[src/bbfc_defs.svh]
// constants for the boot block flash host controller
`ifndef BBFC_DEFS_SVH
`define BBFC_DEFS_SVH
// ----------------------------------------------------------------
// register offsets
// ----------------------------------------------------------------
`define BBFC_OFS_CTRL 8'h00
`define BBFC_OFS_ADDR 8'h04
`define BBFC_OFS_WDATA 8'h08
`define BBFC_OFS_CMD 8'h0c
`define BBFC_OFS_STAT 8'h10
`define BBFC_OFS_RDATA 8'h14
// ----------------------------------------------------------------
// field positions
// ----------------------------------------------------------------
`define BBFC_CTRL_RUN 0
`define BBFC_CTRL_WP 1
`define BBFC_CTRL_WORD 2
`define BBFC_CTRL_SAFE 3
`define BBFC_CMD_WRITE 0
`define BBFC_CMD_WAITRDY 1
`define BBFC_ST_BUSY 0
`define BBFC_ST_RDY 1
`define BBFC_ST_RDOK 2
`define BBFC_ST_WROK 3
`define BBFC_ST_REFUSED 4
`define BBFC_ST_PEND 5
`define BBFC_ST_BOOT 6
`define BBFC_ST_BLK_LO 8
`define BBFC_ST_BLK_HI 13
// ----------------------------------------------------------------
// array layout, word addresses, top boot
// ----------------------------------------------------------------
`define BBFC_MAIN_END 20'hf8000
`define BBFC_MAIN_SHIFT 15
`define BBFC_SMALL_SHIFT 12
`define BBFC_MAIN_COUNT 6'h1f
`define BBFC_FIRST_BOOT 6'h25
// ----------------------------------------------------------------
// timing in ns and derived cycles at 100 MHz
// ----------------------------------------------------------------
`define BBFC_CLK_NS 10
`define BBFC_T_SETUP_NS 20
`define BBFC_T_WE_NS 50
`define BBFC_T_HOLD_NS 20
`define BBFC_T_ACC_NS 90
`define BBFC_T_RECOVER_NS 600
`define BBFC_T_WAKE_NS 1000
`define BBFC_CYC(ns) (((ns) + `BBFC_CLK_NS - 1) / `BBFC_CLK_NS)
`define BBFC_SYNC_CYC 2
`define BBFC_RD_ZERO 32'h0000_0000
`endif

[src/bbfc_pkg.sv]
// types shared by the boot block flash host controller
package bbfc_pkg;
  typedef struct packed {
    logic [19:0] addr;
    logic [15:0] dq_out;
    logic [15:0] dq_oe;
    logic ce_n;
    logic oe_n;
    logic we_n;
  } bbfc_pins_t;

  typedef enum logic [2:0] {
    BBFC_IDLE = 3'b000,
    BBFC_SETUP = 3'b001,
    BBFC_STROBE = 3'b010,
    BBFC_HOLD = 3'b011
  } bbfc_state_t;
endpackage

[src/bbfc_cycle.sv]
// single asynchronous bus cycle toward the flash pins
`timescale 1ns/10ps
`include "bbfc_defs.svh"
module bbfc_cycle (
  input wire logic sys_clk_i, // 100 MHz
  input wire logic rst_n_i, // async reset
  input wire logic start_i, // start one cycle
  input wire logic write_i, // 1 write, 0 read
  input wire logic word_i, // 16-bit width
  input wire logic [20:0] addr_i, // byte or word address
  input wire logic [15:0] data_i, // write data
  input wire logic [15:0] dq_i, // data pins in
  output bbfc_pkg::bbfc_pins_t pins_o, // pin drive
  output logic busy_o, // cycle under way
  output logic done_o, // one-cycle end pulse
  output logic [15:0] rdata_o // captured read data
);
  bbfc_pkg::bbfc_state_t state_ff;
  bbfc_pkg::bbfc_state_t nxt_state;
  logic [7:0] cnt_ff;
  logic wr_ff;
  logic [15:0] dq_s1_ff;
  logic [15:0] dq_s2_ff;
  logic [7:0] nxt_cnt;

  // ----------------------------------------------------------------
  // pin data synchroniser
  // ----------------------------------------------------------------
  always_ff @(posedge sys_clk_i or negedge rst_n_i) begin
    if (!rst_n_i) begin
      dq_s1_ff <= 16'h0000;
      dq_s2_ff <= 16'h0000;
    end else begin
      dq_s1_ff <= dq_i;
      dq_s2_ff <= dq_s1_ff;
    end
  end

  // ----------------------------------------------------------------
  // sequencer
  // ----------------------------------------------------------------
  always_comb begin
    nxt_state = state_ff;
    nxt_cnt = cnt_ff - 8'h01;
    case (state_ff)
      bbfc_pkg::BBFC_IDLE: begin
        nxt_cnt = 8'(`BBFC_CYC(`BBFC_T_SETUP_NS));
        if (start_i) begin
          nxt_state = bbfc_pkg::BBFC_SETUP;
        end
      end
      bbfc_pkg::BBFC_SETUP: begin
        if (cnt_ff == 8'h01) begin
          nxt_state = bbfc_pkg::BBFC_STROBE;
          // sync delay added so the sampled data has settled
          nxt_cnt = wr_ff ? 8'(`BBFC_CYC(`BBFC_T_WE_NS))
                          : 8'(`BBFC_CYC(`BBFC_T_ACC_NS) + `BBFC_SYNC_CYC);
        end
      end
      bbfc_pkg::BBFC_STROBE: begin
        if (cnt_ff == 8'h01) begin
          nxt_state = bbfc_pkg::BBFC_HOLD;
          nxt_cnt = 8'(`BBFC_CYC(`BBFC_T_HOLD_NS));
        end
      end
      bbfc_pkg::BBFC_HOLD: begin
        if (cnt_ff == 8'h01) begin
          nxt_state = bbfc_pkg::BBFC_IDLE;
        end
      end
      default: begin
        nxt_state = bbfc_pkg::BBFC_IDLE;
      end
    endcase
  end

  always_ff @(posedge sys_clk_i or negedge rst_n_i) begin
    if (!rst_n_i) begin
      state_ff <= bbfc_pkg::BBFC_IDLE;
      cnt_ff <= 8'h00;
    end else begin
      state_ff <= nxt_state;
      cnt_ff <= nxt_cnt;
    end
  end

  // ----------------------------------------------------------------
  // pin drive, all from flops
  // ----------------------------------------------------------------
  always_ff @(posedge sys_clk_i or negedge rst_n_i) begin
    if (!rst_n_i) begin
      wr_ff <= 1'b0;
      pins_o <= '{addr: 20'h00000, dq_out: 16'h0000, dq_oe: 16'h0000, ce_n: 1'b1, oe_n: 1'b1, we_n: 1'b1};
    end else if (state_ff == bbfc_pkg::BBFC_IDLE && start_i) begin
      wr_ff <= write_i;
      pins_o.ce_n <= 1'b0;
      pins_o.addr <= word_i ? addr_i[19:0] : addr_i[20:1];
      // low address on top data pin
      pins_o.dq_out <= word_i ? data_i : {addr_i[0], 7'h00, data_i[7:0]};
      pins_o.dq_oe <= write_i ? (word_i ? 16'hffff : 16'h80ff) : (word_i ? 16'h0000 : 16'h8000);
    end else if (nxt_state == bbfc_pkg::BBFC_STROBE && state_ff == bbfc_pkg::BBFC_SETUP) begin
      pins_o.we_n <= ~wr_ff;
      pins_o.oe_n <= wr_ff;
    end else if (nxt_state == bbfc_pkg::BBFC_HOLD && state_ff == bbfc_pkg::BBFC_STROBE) begin
      pins_o.we_n <= 1'b1;
      pins_o.oe_n <= 1'b1;
    end else if (nxt_state == bbfc_pkg::BBFC_IDLE && state_ff == bbfc_pkg::BBFC_HOLD) begin
      pins_o.ce_n <= 1'b1;
      pins_o.dq_oe <= 16'h0000;
    end
  end

  always_ff @(posedge sys_clk_i or negedge rst_n_i) begin
    if (!rst_n_i) begin
      rdata_o <= 16'h0000;
    end else if (state_ff == bbfc_pkg::BBFC_STROBE && cnt_ff == 8'h01 && !wr_ff) begin
      rdata_o <= word_i ? dq_s2_ff : {8'h00, dq_s2_ff[7:0]};
    end
  end

  assign busy_o = (state_ff != bbfc_pkg::BBFC_IDLE);
  assign done_o = (state_ff == bbfc_pkg::BBFC_HOLD) && (cnt_ff == 8'h01);
endmodule // bbfc_cycle

[src/bbfc_host.sv]
// host controller for a boot block flash, AXI4-Lite register front end
//
// The implementer's own choices: the AXI4-Lite interface to the registers and the address map.
`timescale 1ns/10ps
`include "bbfc_defs.svh"
module bbfc_host (
  input wire logic sys_clk_i, // 100 MHz
  input wire logic rst_n_i, // async reset, active low
  input wire logic [7:0] s_axi_awaddr, // write address
  input wire logic s_axi_awvalid, // write address valid
  output logic s_axi_awready, // write address ready
  input wire logic [31:0] s_axi_wdata, // write data
  input wire logic [3:0] s_axi_wstrb, // byte enables
  input wire logic s_axi_wvalid, // write data valid
  output logic s_axi_wready, // write data ready
  output logic [1:0] s_axi_bresp, // write response
  output logic s_axi_bvalid, // response valid
  input wire logic s_axi_bready, // response ready
  input wire logic [7:0] s_axi_araddr, // read address
  input wire logic s_axi_arvalid, // read address valid
  output logic s_axi_arready, // read address ready
  output logic [31:0] s_axi_rdata, // read data
  output logic [1:0] s_axi_rresp, // read response
  output logic s_axi_rvalid, // read valid
  input wire logic s_axi_rready, // read ready
  output logic [19:0] flash_addr_o, // address pins
  output logic [15:0] flash_dq_o, // data pins out
  output logic [15:0] flash_dq_oe_o, // data pin enables
  input wire logic [15:0] flash_dq_i, // data pins in
  output logic chip_select_n_o, // chip enable
  output logic read_enable_n_o, // output enable
  output logic write_strobe_n_o, // write strobe
  output logic reset_powerdown_input_n_o, // flash reset pin
  output logic write_protect_n_o, // protect pin
  output logic word_mode_n_o, // width select, low for bytes
  input wire logic ready_busy_output_i // pulled-up open-drain status
);
  logic [3:0] ctrl_ff;
  logic [20:0] addr_ff;
  logic [15:0] wdata_ff;
  logic [15:0] last_rd_ff;
  logic refused_ff;
  logic pend_ff;
  logic pend_wr_ff, pend_wait_ff;
  logic aw_ff;
  logic w_ff;
  logic [7:0] awaddr_ff;
  logic [31:0] wbus_ff;
  logic [3:0] wstrb_ff;
  logic [15:0] rec_cnt_ff;
  logic [15:0] wake_cnt_ff;
  logic rdy_s1_ff;
  logic rdy_s2_ff;
  logic run_d_ff;
  logic wr_go;
  logic cmd_hit;
  logic launch;
  logic cyc_busy;
  logic cyc_done;
  logic [15:0] cyc_rdata;
  logic [15:0] drive_data;
  logic rd_ok;
  logic wr_ok;
  logic [5:0] blk_idx;
  bbfc_pkg::bbfc_pins_t pins;

  // block index of a word address, top boot layout
  function automatic logic [5:0] blk_of(input logic [19:0] wa);
    logic [19:0] off;
    off = wa - `BBFC_MAIN_END;
    if (wa < `BBFC_MAIN_END) begin
      blk_of = 6'(wa >> `BBFC_MAIN_SHIFT);
    end else begin
      blk_of = `BBFC_MAIN_COUNT + 6'(off >> `BBFC_SMALL_SHIFT);
    end
  endfunction

  // ----------------------------------------------------------------
  // ready/busy synchroniser and reset timers
  // ----------------------------------------------------------------
  always_ff @(posedge sys_clk_i or negedge rst_n_i) begin
    if (!rst_n_i) begin
      rdy_s1_ff <= 1'b0;
      rdy_s2_ff <= 1'b0;
    end else begin
      rdy_s1_ff <= ready_busy_output_i;
      rdy_s2_ff <= rdy_s1_ff;
    end
  end

  always_ff @(posedge sys_clk_i or negedge rst_n_i) begin
    if (!rst_n_i) begin
      run_d_ff <= 1'b0;
      rec_cnt_ff <= 16'h0000;
      wake_cnt_ff <= 16'h0000;
    end else begin
      run_d_ff <= ctrl_ff[`BBFC_CTRL_RUN];
      if (!ctrl_ff[`BBFC_CTRL_RUN]) begin
        rec_cnt_ff <= 16'h0000;
        wake_cnt_ff <= 16'h0000;
      end else if (!run_d_ff) begin
        rec_cnt_ff <= 16'(`BBFC_CYC(`BBFC_T_RECOVER_NS));
        wake_cnt_ff <= 16'(`BBFC_CYC(`BBFC_T_WAKE_NS));
      end else begin
        if (rec_cnt_ff != 16'h0000) rec_cnt_ff <= rec_cnt_ff - 16'h0001;
        if (wake_cnt_ff != 16'h0000) wake_cnt_ff <= wake_cnt_ff - 16'h0001;
      end
    end
  end

  assign rd_ok = ctrl_ff[`BBFC_CTRL_RUN] && run_d_ff && (rec_cnt_ff == 16'h0000);
  assign wr_ok = ctrl_ff[`BBFC_CTRL_RUN] && run_d_ff && (wake_cnt_ff == 16'h0000);

  // ----------------------------------------------------------------
  // AXI4-Lite write side
  // ----------------------------------------------------------------
  assign s_axi_awready = !aw_ff;
  assign s_axi_wready = !w_ff;
  assign s_axi_bresp = 2'b00;
  assign wr_go = aw_ff && w_ff && !s_axi_bvalid;
  assign cmd_hit = wr_go && (awaddr_ff == `BBFC_OFS_CMD);

  always_ff @(posedge sys_clk_i or negedge rst_n_i) begin
    if (!rst_n_i) begin
      aw_ff <= 1'b0;
      w_ff <= 1'b0;
      awaddr_ff <= 8'h00;
      wbus_ff <= 32'h0000_0000;
      wstrb_ff <= 4'h0;
      s_axi_bvalid <= 1'b0;
    end else begin
      if (s_axi_awvalid && s_axi_awready) begin
        aw_ff <= 1'b1;
        awaddr_ff <= s_axi_awaddr;
      end
      if (s_axi_wvalid && s_axi_wready) begin
        w_ff <= 1'b1;
        wbus_ff <= s_axi_wdata;
        wstrb_ff <= s_axi_wstrb;
      end
      if (wr_go) begin
        aw_ff <= 1'b0;
        w_ff <= 1'b0;
        s_axi_bvalid <= 1'b1;
      end else if (s_axi_bready) begin
        s_axi_bvalid <= 1'b0;
      end
    end
  end

  always_ff @(posedge sys_clk_i or negedge rst_n_i) begin
    if (!rst_n_i) begin
      ctrl_ff <= 4'h0;
      addr_ff <= 21'h000000;
      wdata_ff <= 16'h0000;
    end else if (wr_go && wstrb_ff[0]) begin
      case (awaddr_ff)
        `BBFC_OFS_CTRL: ctrl_ff <= wbus_ff[3:0];
        `BBFC_OFS_ADDR: addr_ff <= {wstrb_ff[2] ? wbus_ff[20:16] : addr_ff[20:16], wbus_ff[15:0]};
        `BBFC_OFS_WDATA: wdata_ff <= {wstrb_ff[1] ? wbus_ff[15:8] : wdata_ff[15:8], wbus_ff[7:0]};
        default: ;
      endcase
    end
  end

  // ----------------------------------------------------------------
  // command launch
  // ----------------------------------------------------------------
  // wait for ready before launching when the command sets WAITRDY
  assign launch = pend_ff && !cyc_busy && (!pend_wait_ff || rdy_s2_ff);

  always_ff @(posedge sys_clk_i or negedge rst_n_i) begin
    if (!rst_n_i) begin
      pend_ff <= 1'b0;
      pend_wr_ff <= 1'b0;
      pend_wait_ff <= 1'b0;
      refused_ff <= 1'b0;
    end else begin
      if (cmd_hit && wstrb_ff[0]) begin
        // no command is accepted while reset is held
        if (pend_ff || cyc_busy || !(wbus_ff[`BBFC_CMD_WRITE] ? wr_ok : rd_ok)) begin
          refused_ff <= 1'b1;
        end else begin
          pend_ff <= 1'b1;
          pend_wr_ff <= wbus_ff[`BBFC_CMD_WRITE];
          pend_wait_ff <= wbus_ff[`BBFC_CMD_WAITRDY];
        end
      end else if (wr_go && awaddr_ff == `BBFC_OFS_STAT && wbus_ff[`BBFC_ST_REFUSED]) begin
        refused_ff <= 1'b0;
      end
      if (launch) pend_ff <= 1'b0;
    end
  end

  always_ff @(posedge sys_clk_i or negedge rst_n_i) begin
    if (!rst_n_i) begin
      last_rd_ff <= 16'hffff;
    end else if (cyc_done && !pend_wr_ff) begin
      last_rd_ff <= cyc_rdata;
    end
  end

  // ones where old data is already zero
  assign drive_data = ctrl_ff[`BBFC_CTRL_SAFE] ? ~(last_rd_ff & ~wdata_ff) : wdata_ff;

  // commands as single bus cycles
  bbfc_cycle u_cycle (
    .sys_clk_i(sys_clk_i),
    .rst_n_i(rst_n_i),
    .start_i(launch),
    .write_i(pend_wr_ff),
    .word_i(ctrl_ff[`BBFC_CTRL_WORD]),
    .addr_i(addr_ff),
    .data_i(drive_data),
    .dq_i(flash_dq_i),
    .pins_o(pins),
    .busy_o(cyc_busy),
    .done_o(cyc_done),
    .rdata_o(cyc_rdata)
  );

  assign flash_addr_o = pins.addr;
  assign flash_dq_o = pins.dq_out;
  assign flash_dq_oe_o = pins.dq_oe;
  assign chip_select_n_o = pins.ce_n;
  assign read_enable_n_o = pins.oe_n;
  assign write_strobe_n_o = pins.we_n;
  assign reset_powerdown_input_n_o = ctrl_ff[`BBFC_CTRL_RUN];
  assign write_protect_n_o = ctrl_ff[`BBFC_CTRL_WP];
  assign word_mode_n_o = ctrl_ff[`BBFC_CTRL_WORD];
  assign blk_idx = blk_of(ctrl_ff[`BBFC_CTRL_WORD] ? addr_ff[19:0] : addr_ff[20:1]);

  // ----------------------------------------------------------------
  // AXI4-Lite read side
  // ----------------------------------------------------------------
  assign s_axi_arready = !s_axi_rvalid;
  assign s_axi_rresp = 2'b00;

  always_ff @(posedge sys_clk_i or negedge rst_n_i) begin
    if (!rst_n_i) begin
      s_axi_rvalid <= 1'b0;
      s_axi_rdata <= `BBFC_RD_ZERO;
    end else if (s_axi_arvalid && s_axi_arready) begin
      s_axi_rvalid <= 1'b1;
      s_axi_rdata <= `BBFC_RD_ZERO;
      case (s_axi_araddr)
        `BBFC_OFS_CTRL: s_axi_rdata[3:0] <= ctrl_ff;
        `BBFC_OFS_ADDR: s_axi_rdata[20:0] <= addr_ff;
        `BBFC_OFS_WDATA: s_axi_rdata[15:0] <= wdata_ff;
        `BBFC_OFS_STAT: begin
          s_axi_rdata[`BBFC_ST_BUSY] <= cyc_busy | pend_ff;
          s_axi_rdata[`BBFC_ST_RDY] <= rdy_s2_ff;
          s_axi_rdata[`BBFC_ST_RDOK] <= rd_ok;
          s_axi_rdata[`BBFC_ST_WROK] <= wr_ok;
          s_axi_rdata[`BBFC_ST_REFUSED] <= refused_ff;
          s_axi_rdata[`BBFC_ST_PEND] <= pend_ff;
          s_axi_rdata[`BBFC_ST_BOOT] <= (blk_idx >= `BBFC_FIRST_BOOT);
          s_axi_rdata[`BBFC_ST_BLK_HI:`BBFC_ST_BLK_LO] <= blk_idx;
        end
        `BBFC_OFS_RDATA: s_axi_rdata[15:0] <= last_rd_ff;
        default: ;
      endcase
    end else if (s_axi_rready) begin
      s_axi_rvalid <= 1'b0;
    end
  end
endmodule // bbfc_host

[config.mk]
export PLATFORM = sky130hd
export DESIGN_NAME = bbfc_host
export DESIGN_NICKNAME = d
export VERILOG_FILES = /design/src/bbfc_pkg.sv /design/src/bbfc_cycle.sv /design/src/bbfc_host.sv
export VERILOG_INCLUDE_DIRS = /design/src
export SDC_FILE = /design/constraint.sdc
export NUM_CORES = 1
export LEC_CHECK = 0
export ABC_AREA = 1
export BUFFER_PORTS_ARGS = -buffer_cell sky130_fd_sc_hd__buf_2
export CAP_MARGIN = 20
export CORE_UTILIZATION = 40
export DETAILED_ROUTE_END_ITERATION = 16
export GPL_TIMING_DRIVEN = 0
export HOLD_SLACK_MARGIN = 0.12
export PLACE_DENSITY = 0.6
export SYNTH_ARGS = -nofsm -noshare
export SYNTH_HDL_FRONTEND = slang
export SYNTH_SLANG_ARGS = --single-unit
[constraint.sdc]
create_clock -name sys_clk_i -period 5.2 [get_ports sys_clk_i]
set_clock_uncertainty 0.2 [all_clocks]
set_input_delay 1.3 -clock sys_clk_i [delete_from_list [all_inputs] [get_ports sys_clk_i]]
set_output_delay 1.3 -clock sys_clk_i [all_outputs]
set_load 0.05 [all_outputs]
=== Yosys cells after proc, flatten, opt, wreduce, memory -nomap -nowiden ===
Index checks and enable logic that the tools add are counted.
Widths: inputs -> output; s select.

* Eq/ne operators: 20
* Magnitude comparators: 2
* Add/subtract/negate cells: 5
* Bitwise logic cells: 7
* Mux-type cells: 50
* Reductions and logical operators: 62

{| class="wikitable"
|+ Operator list
! kind !! number
|-
| $mux 16 || 11
|-
| $mux 17 || 4
|-
| $logic_not 16->1 || 2
|-
| $not 16->16 || 2
|-
| $reduce_bool 16->1 || 2
|-
| $sub 16x1->16 const B || 2
|-
| $eq 8x4->1 const B || 3
|-
| $eq 8x5->1 const B || 3
|-
| $pmux 3 s4 || 2
|-
| $pmux 6 s4 || 1
|-
| $pmux 8 s3 || 1
|-
| $logic_and 1x1->1 || 23
|-
| $lt 20x20->1 const B || 1
|-
| $mux 20 || 1
|-
| $pmux 4 s5 || 1
|-
| $sub 18x18->18 const B || 1
|-
| $and 16x16->16 || 1
|-
| $eq 8x3->1 const B || 2
|-
| $logic_not 8->1 || 2
|-
| $mux 8 || 2
|-
| $reduce_bool 2->1 || 8
|-
| $mux 1 || 15
|-
| $mux 15 || 1
|-
| $reduce_and 2->1 || 7
|-
| other kinds (22) || 48
|}

* Output and inout bits: 99
* Input bits: 76
* Flip-flop bits (word level): 268
* Word-level logic and storage cells: 181

=== Depth between registers and ports, before layout ===
Gate-level depths: netlist of the first run.

* Depth in word-level cells: 12
* Mapped depth: 18
* Mapped depth without buffers: 16

=== By module ===
From an unflattened synthesis of the first run, not the netlist that was laid out.

* Cell total of the unflattened synthesis: 1299
* Area, all modules: 11504.8 µm²

{| class="wikitable"
|+ By module, submodules not included
! module !! area each (µm²) !! sequential area each (µm²) !! cells an instance !! instances
|-
| bbfc_host || 7344.5 || 3848.7 || 886 || 1
|-
| bbfc_cycle || 4160.2 || 2556.2 || 413 || 1
|}

=== Least setup slack after synthesis of the first run ===
OpenSTA, ideal clock, no wires.

* Path type: input -> register
* Start: in s_axi_araddr[0]
* End: reg s_axi_rdata[6]
* Data required time: 4.934 ns
* Slack: 2.574 ns
* Cell stages on the path: 12
* Data arrival time: 2.360 ns
* Path buffers: 1
* Setup time: 0.066 ns
* Cell sequence: inv_1 > nand2_1 > nor3_1 > nand2_1 > inv_1 > buf_2 > nand2_1 > o21ai_0 > a21oi_1 > nand2_1 > nand2_1 > nand2_1

* Cells in the longest elaborated chain, start to end: 2
* Elaborated cells on any way between the ends: 5
* Those cells by class: eq/ne (4); mux (1)

{| class="wikitable"
|+ RTL lines
! what !! line !! text
|-
| from (decl) || bbfc_host.sv:19 || <nowiki>input wire logic [7:0] s_axi_araddr,</nowiki>
|-
| $eq 8x5->1 (tied with other cells) || bbfc_host.sv:246 || <nowiki>case (s_axi_araddr)</nowiki>
|-
| $pmux 3 s4 * || bbfc_host.sv:246 ||
|-
| to (signal assigned) || bbfc_host.sv:245 || <nowiki>s_axi_rdata <= `BBFC_RD_ZERO;</nowiki>
|-
| to (signal assigned) || bbfc_host.sv:248 || <nowiki>`BBFC_OFS_ADDR: s_axi_rdata[20:0] <= addr_ff;</nowiki>
|-
| to (signal assigned) || bbfc_host.sv:249 || <nowiki>`BBFC_OFS_WDATA: s_axi_rdata[15:0] <= wdata_ff;</nowiki>
|-
| to (decl) || bbfc_host.sv:22 || <nowiki>output logic [31:0] s_axi_rdata,</nowiki>
|}

Every way passes the cells marked *; elsewhere a longest branch is shown, timed or not.
A chain may end at the register's enable or synchronous reset.

==> impl_metrics.toml, run 1 <==
[status]
outcome = "finished clean"

[sta]
max_freq_mhz = 341
rsz0062_at_grt = "no"
worst_pin_slew_ns = 0.683
finalCriticalPeriod_ns = 2.93
setup_ws_ns = 2.27
finalCritPeriodShare_pct = 56.3
slew_headroom_pct = 54.5
slew_violations = 0
final_hold_viol_count = 0
final-setup-viol-count = 0

[finish]
antenna-diode-count = 0
nNetsFinal = 1540
fin_util_pct = 49.2
drive_gt1_share_pct = 19.6
area_growth_pct = 19.7
stdcell_count = 1850

[power]
p_leak_nw = 6.83
p_per_area_nw_per_um2 = 392
peakVddDrop_mv = 0.309

[cts]
cts_max_level = 1
cts_buffers = 27
cts_tree = "yes"
post_cts_buffers = 0
clkSinkCount = 255
ctsHoldBuffers = 0
clock_tree.root_cell = "clkbuf_16"
clock_latency_ns = 0.55
clk_pin_slew_ns = 0.06
cts_buffer_depth = 3
post_cts_resized = 0

[yosys]
synthCells = 1264
yosys_most_used_dff = "dfrtp_1"
avgSynthCellArea_sq_um = 8.84
ys_ff_latch = 255
ys_seq_area_share_pct = 57.3
synth_cell_type_count = 44
async_flop_share_pct = 100
synth-edff-count = 0
yosysWarnings = 0
syn_area_sq_um = 11200

[die]
core.rowCount = 60
design.die.area_sq_um = 28600
dieWidth_um = 169
core-area_sq_um = 27200
start_util_pct = 41.1
pin_count = 175
die_h_um = 169

[worst_setup_path]
crit_type = "reg -> out"
crit_path_start_kind = "flip-flop"
arrival_ns = 1.43
crit_path_max_fanout = 9
r2r_slack_ns = 2.54
crit_required_ns = 3.70
worstSetupEndpointType = "primary output"

[drt]
drtAntennaViolNets = 0
vias = 8901
dr.pass1.iters = 5
avgRoutedWirePerCell_um = 15.2
drc = 0
drtIter0Drc = 475
routed_wl_um = 28200
vias_per_cell = 4.81

[grt]
grt_usage_pct = 20.0
antenna_found_initial = 0
grt-ovfl-total = 0
grt_pass1_wl_um = 44900
first_global_vias = 8621
grt_max_degree = 122

[place]
io_buffers = 147
place_ws_ns = 1.79
dp_hpwl_um = 21000
gp_congestion = 0.876
placed_cells = 1800

[flow_run]
drv_cap = 0

[hold_path]
hold_path_class = "reg -> reg"
==> synthesized netlist by cell type, types with 2 or more instances <==
library cell	count	share of area, %
ha_1	7	0.78
buf_2	8	0.36
o21ai_0	139	6.2
o21ai_2	16	1.3
dfstp_2	19	4.5
o31ai_1	8	0.54
a21oi_1	64	2.9
buf_4	29	1.9
a31oi_1	18	1.0
clkbuf_1	28	0.94
o32ai_1	2	0.16
dfrtp_1	236	53
xnor2_1	3	0.24
inv_2	3	0.10
nor2_1	111	3.7
nand4_1	8	0.45
nand2_1	303	10
nor3_4	2	0.29
nor3b_1	3	0.20
o211ai_1	5	0.34
nor4_1	3	0.17
nor3_1	19	0.85
buf_6	6	0.60
nand3_1	42	1.9
a211oi_1	3	0.20
o22ai_1	3	0.17
xor2_1	5	0.39
nand2_2	2	0.11
mux2_2	7	0.71
or2_2	2	0.11
inv_1	147	4.9
==> metal layers <==
metal | routed length [um] | up-vias | global-route usage (%)
met3 | 1510 | 46 | 3.52
met4 | 627 | 0 | 5.09
met1 | 12700 | 4221 | 27.2
met2 | 13300 | 225 | 33.1
met5 | 0 | - | 0
li1 | - | 4409 | -
==> critical path: stages (launching register included) <==
cell,delay (ns)
dfrtp_1,0.49
buf_4,0.16
buf_2,0.25
==> area by class of cell <==
type | instances | area [sq um]
Fill cell | 2646 | 13800
Multi-Input combinational cell | 801 | 3820
Clock buffer | 44 | 810
Inverter | 151 | 569
Timing Repair Buffer | 149 | 801
Tap cell | 372 | 465
Buffer | 72 | 434
Sequential cell | 255 | 6400
Clock inverter | 6 | 70.1
==> state kept, by name, indices dropped and copies added (netlist names), 8 cells and up <==
name / count
rec_cnt_ff: 16
u_cycle.cnt_ff: 8
last_rd_ff: 16
wdata_ff: 16
wbus_ff: 21
s_axi_rdata: 21
u_cycle.dq_s2_ff: 16
wake_cnt_ff: 16
u_cycle.rdata_o: 16
awaddr_ff: 8
addr_ff: 21
u_cycle.dq_s1_ff: 16
u_cycle.pins_o: 42
==> power by group <==
| group | total [mW] | internal (mW) | switching, mW |
|---|---|---|---|
| sequential | 2.37 | 2.22 | 0.147 |
| clock | 1.90 | 1.11 | 0.789 |
| combinational | 0.972 | 0.284 | 0.688 |
==> layout by cell type, fill, tap and decap left out, types with 6 or more instances in the layout <==
cell / synthesis / routed
buf_2: 8 / 154
a21oi_1: 64 / 64
mux2_2: 7 / 7
o21ai_0: 139 / 139
dfrtp_1: 236 / 236
o31ai_1: 8 / 8
clkbuf_8: 0 / 7
clkbuf_16: 0 / 27
buf_4: 29 / 29
dfstp_2: 19 / 19
buf_6: 6 / 6
inv_1: 147 / 147
a31oi_1: 18 / 18
conb_1: 1 / 16
clkbuf_1: 28 / 38
nand2_1: 303 / 303
nand4_1: 8 / 8
nor3_1: 19 / 19
o21ai_2: 16 / 16
nand3_1: 42 / 42
nor2_1: 111 / 111
ha_1: 7 / 7
==> cell families after synthesis <==
logic type	after synthesis	synth area share (%)
adders and majority gates	7	0.784
muxes	7	0.705
buffers and inverters	223	8.98
xor gates and xnor gates	8	0.627
AOI/OAI and AO/OA	262	13.0
and+or+nand+nor	501	18.5
DFF	255	57.3
other	1	0.0336
==> path summary, 6_finish.rpt <==
kind                                          from                 to  cells past startpoint
max in group asynchronous                  rst_n_i        addr_ff[17]                      2
worst max register to register          ctrl_ff[2]    s_axi_rdata[12]                     14
worst max-delay path            u_cycle.pins_o[10]   flash_dq_oe_o[1]                      2
min in group asynchronous                  rst_n_i  u_cycle.cnt_ff[6]                      1
worst min-delay path                     rdy_s1_ff          rdy_s2_ff                      0
worst min register to register           rdy_s1_ff          rdy_s2_ff                      0
==> through the flow <==
| stage | power [mW] | hold slack, ns | setup TNS (ns) | cell area, sq um |
|---|---|---|---|---|
| floorplan | 3.06 | 0.131 | 0 | 11200 |
| global placement | 3.36 | 0.134 | -474.09 | 12400 |
| detailed placement | 3.39 | 0.135 | 0 | 12500 |
| CTS | 5.29 | 0.148 | 0 | 13400 |
| global route | 5.51 | 0.150 | 0 | 13400 |
| finish | 5.25 | 0.146 | 0 | 13400 |
No activity file was read; power rests on OpenSTA's default activity.
==> run 2, diff against run 1 <==
Clock period 5.2 ns to 2.8 ns, I/O delays scaled along.
==> impl_metrics.toml, run 2 (same netlist as run 1, synthesis figures left out) <==
[power]
p_leak_nw = 6.91
p_per_area_nw_per_um2 = 720
peakVddDrop_mv = 0.579

[finish]
drive_gt1_share_pct = 19.3
nNetsFinal = 1558
max_flop_register = "u_cycle.pins_o"
antenna-diode-count = 0
largest_reg_flops = 42
area_growth_pct = 21.3
final-seq-area_sq_um = 6400
final_common_cell = "nand2_1"
multi_input_area_sq_um = 3820
fillers = 2629
fin_area_sq_um = 13600
layout_common_cells = "nand2_1, dfrtp_1, buf_2, inv_1, o21ai_0"

[worst_setup_path]
r2r_slack_ns = 0.24
arrival_ns = 2.79
worstSetupEndpointType = "flip-flop"
cp_slowest_stage_delay_ns = 0.40
crit_family = "simple AND/OR/NAND/NOR gates"
cpMostUsedCell = "nand2_1"
crit_path_max_fanout = 10
crit_required_ns = 3.03
crit_path_cell_trace = "buf_2 -> buf_2 -> nand2_1 -> o21ai_1 -> ha_1 -> nand3_1 -> nand2_1 -> nand2_1 -> nand2_1 -> nand2_1 -> nor2_1 -> nand2_1 -> nand2_1 -> nand2_1 -> nand2_1 -> nand2_1"
crit_path_start_kind = "flip-flop"
crit_type = "reg -> reg"
path_buf_inv = 2
crit_slowest_cell = "dfrtp_1"

[grt]
use_met2_pct = 33.3
grt_usage_pct = 20.1
first_global_vias = 8696
grt-ovfl-total = 0
grt_max_degree = 122
grt_pass1_wl_um = 45200
grtUsageMet3_pct = 3.50
use_met1_pct = 27.3
busiest_layer = "met2"
antenna_found_initial = 0

[die]
dieWidth_um = 169
pin_count = 175
start_util_pct = 41.1
die_h_um = 169
core.rowCount = 60
design.die.area_sq_um = 28600
core-area_sq_um = 27200

[cts]
clkSinkCount = 255
cts_tree = "yes"
clock_latency_ns = 0.55
cts_buffers = 27
clock_tree.root_cell = "clkbuf_16"
cts_buffer_depth = 3
clk_pin_slew_ns = 0.07
cts_max_level = 1
post_cts_buffers = 0

[place]
io_buffers = 147
dp_hpwl_um = 21000
place_area_sq_um = 12500
gp_congestion = 0.876

[drt]
drtAntennaViolNets = 0
drc = 0
vias = 9014
avgRoutedWirePerCell_um = 15.1
drtIter0Drc = 444
dr.pass1.iters = 5
vias_per_cell = 4.83
routed_wl_um = 28300

[sta]
slew_violations = 0
finalCritPeriodShare_pct = 91.3
rsz0062_at_grt = "no"
final_hold_viol_count = 0
final-setup-viol-count = 0
worst_pin_slew_ns = 0.690
holdWs_ns = 0.134
max_freq_mhz = 391
slew_headroom_pct = 54.0
finalCriticalPeriod_ns = 2.56

[hold_path]
hold_path_class = "in -> reg"

[status]
outcome = "finished clean"

[flow_run]
drv_cap = 0
[run 2: cell types whose count changed in the layout (fill, tap and decap cells not counted), sizes merged]
cell and delta:
dlygate4sd3 +18
[run 2: repair_timing]
item,in CTS,in global routing
endpoints found under the setup margin,0,1
hold buffers,18,0
resized for setup,0,1
endpoints found under the hold margin,44,0
[run 2: final cells by class]
type	instances	area share, %
buffer	72	3.20
clock buffer	44	5.97
clock inverter	6	0.517
inverter	151	4.20
multi-input combinational	801	28.2
sequential	255	47.2
tap	372	3.43
timing repair buffer	167	7.24
[run 2: final timing paths]
check / from / cells past startpoint / end
worst max-delay path: ctrl_ff[2] / 16 / s_axi_rdata[6]
worst min-delay path: s_axi_rready / 2 / s_axi_rvalid
worst max register to register: ctrl_ff[2] / 16 / s_axi_rdata[6]
worst min register to register: rdy_s1_ff / 0 / rdy_s2_ff
max in group asynchronous: rst_n_i / 3 / wbus_ff[13]
min in group asynchronous: rst_n_i / 2 / u_cycle.cnt_ff[6]
[run 2: power breakdown]
| group | internal [mW] | leakage (nW) | total [mW] | switching, mW |
|---|---|---|---|---|
| Combinational | 0.543 | 3.18 | 1.83 | 1.28 |
| Sequential | 4.13 | 3.29 | 4.40 | 0.272 |
| Clock | 2.07 | 0.434 | 3.53 | 1.46 |
| Total | 6.74 | 6.91 | 9.76 | 3.01 |
[run 2: routing by layer]
layer  vias up  share of wire (%)
li1       4443                  -
met1      4258                 45
met2       266                 47
met3        47                5.9
met4         0                2.2
met5         -                  0
[run 2: stage by stage]
| step | std cells | power [mW] | util, % | setup TNS (ns) | setup slack, ns |
|---|---|---|---|---|---|
| after CTS | 1868 | 9.85 | 49.9 | 0 | 0.139 |
| final | 1868 | 9.76 | 49.9 | 0 | 0.244 |
| after global routing | 1868 | 10.3 | 49.9 | 0 | 0.0497 |
| after floorplan | 1279 | 5.68 | - | 0 | 0.447 |
| after global placement | 1798 | 6.24 | 45.8 | -933.09 | -3.80 |
| after detailed placement | 1800 | 6.29 | 46.0 | -0.0151 | -0.00946 |
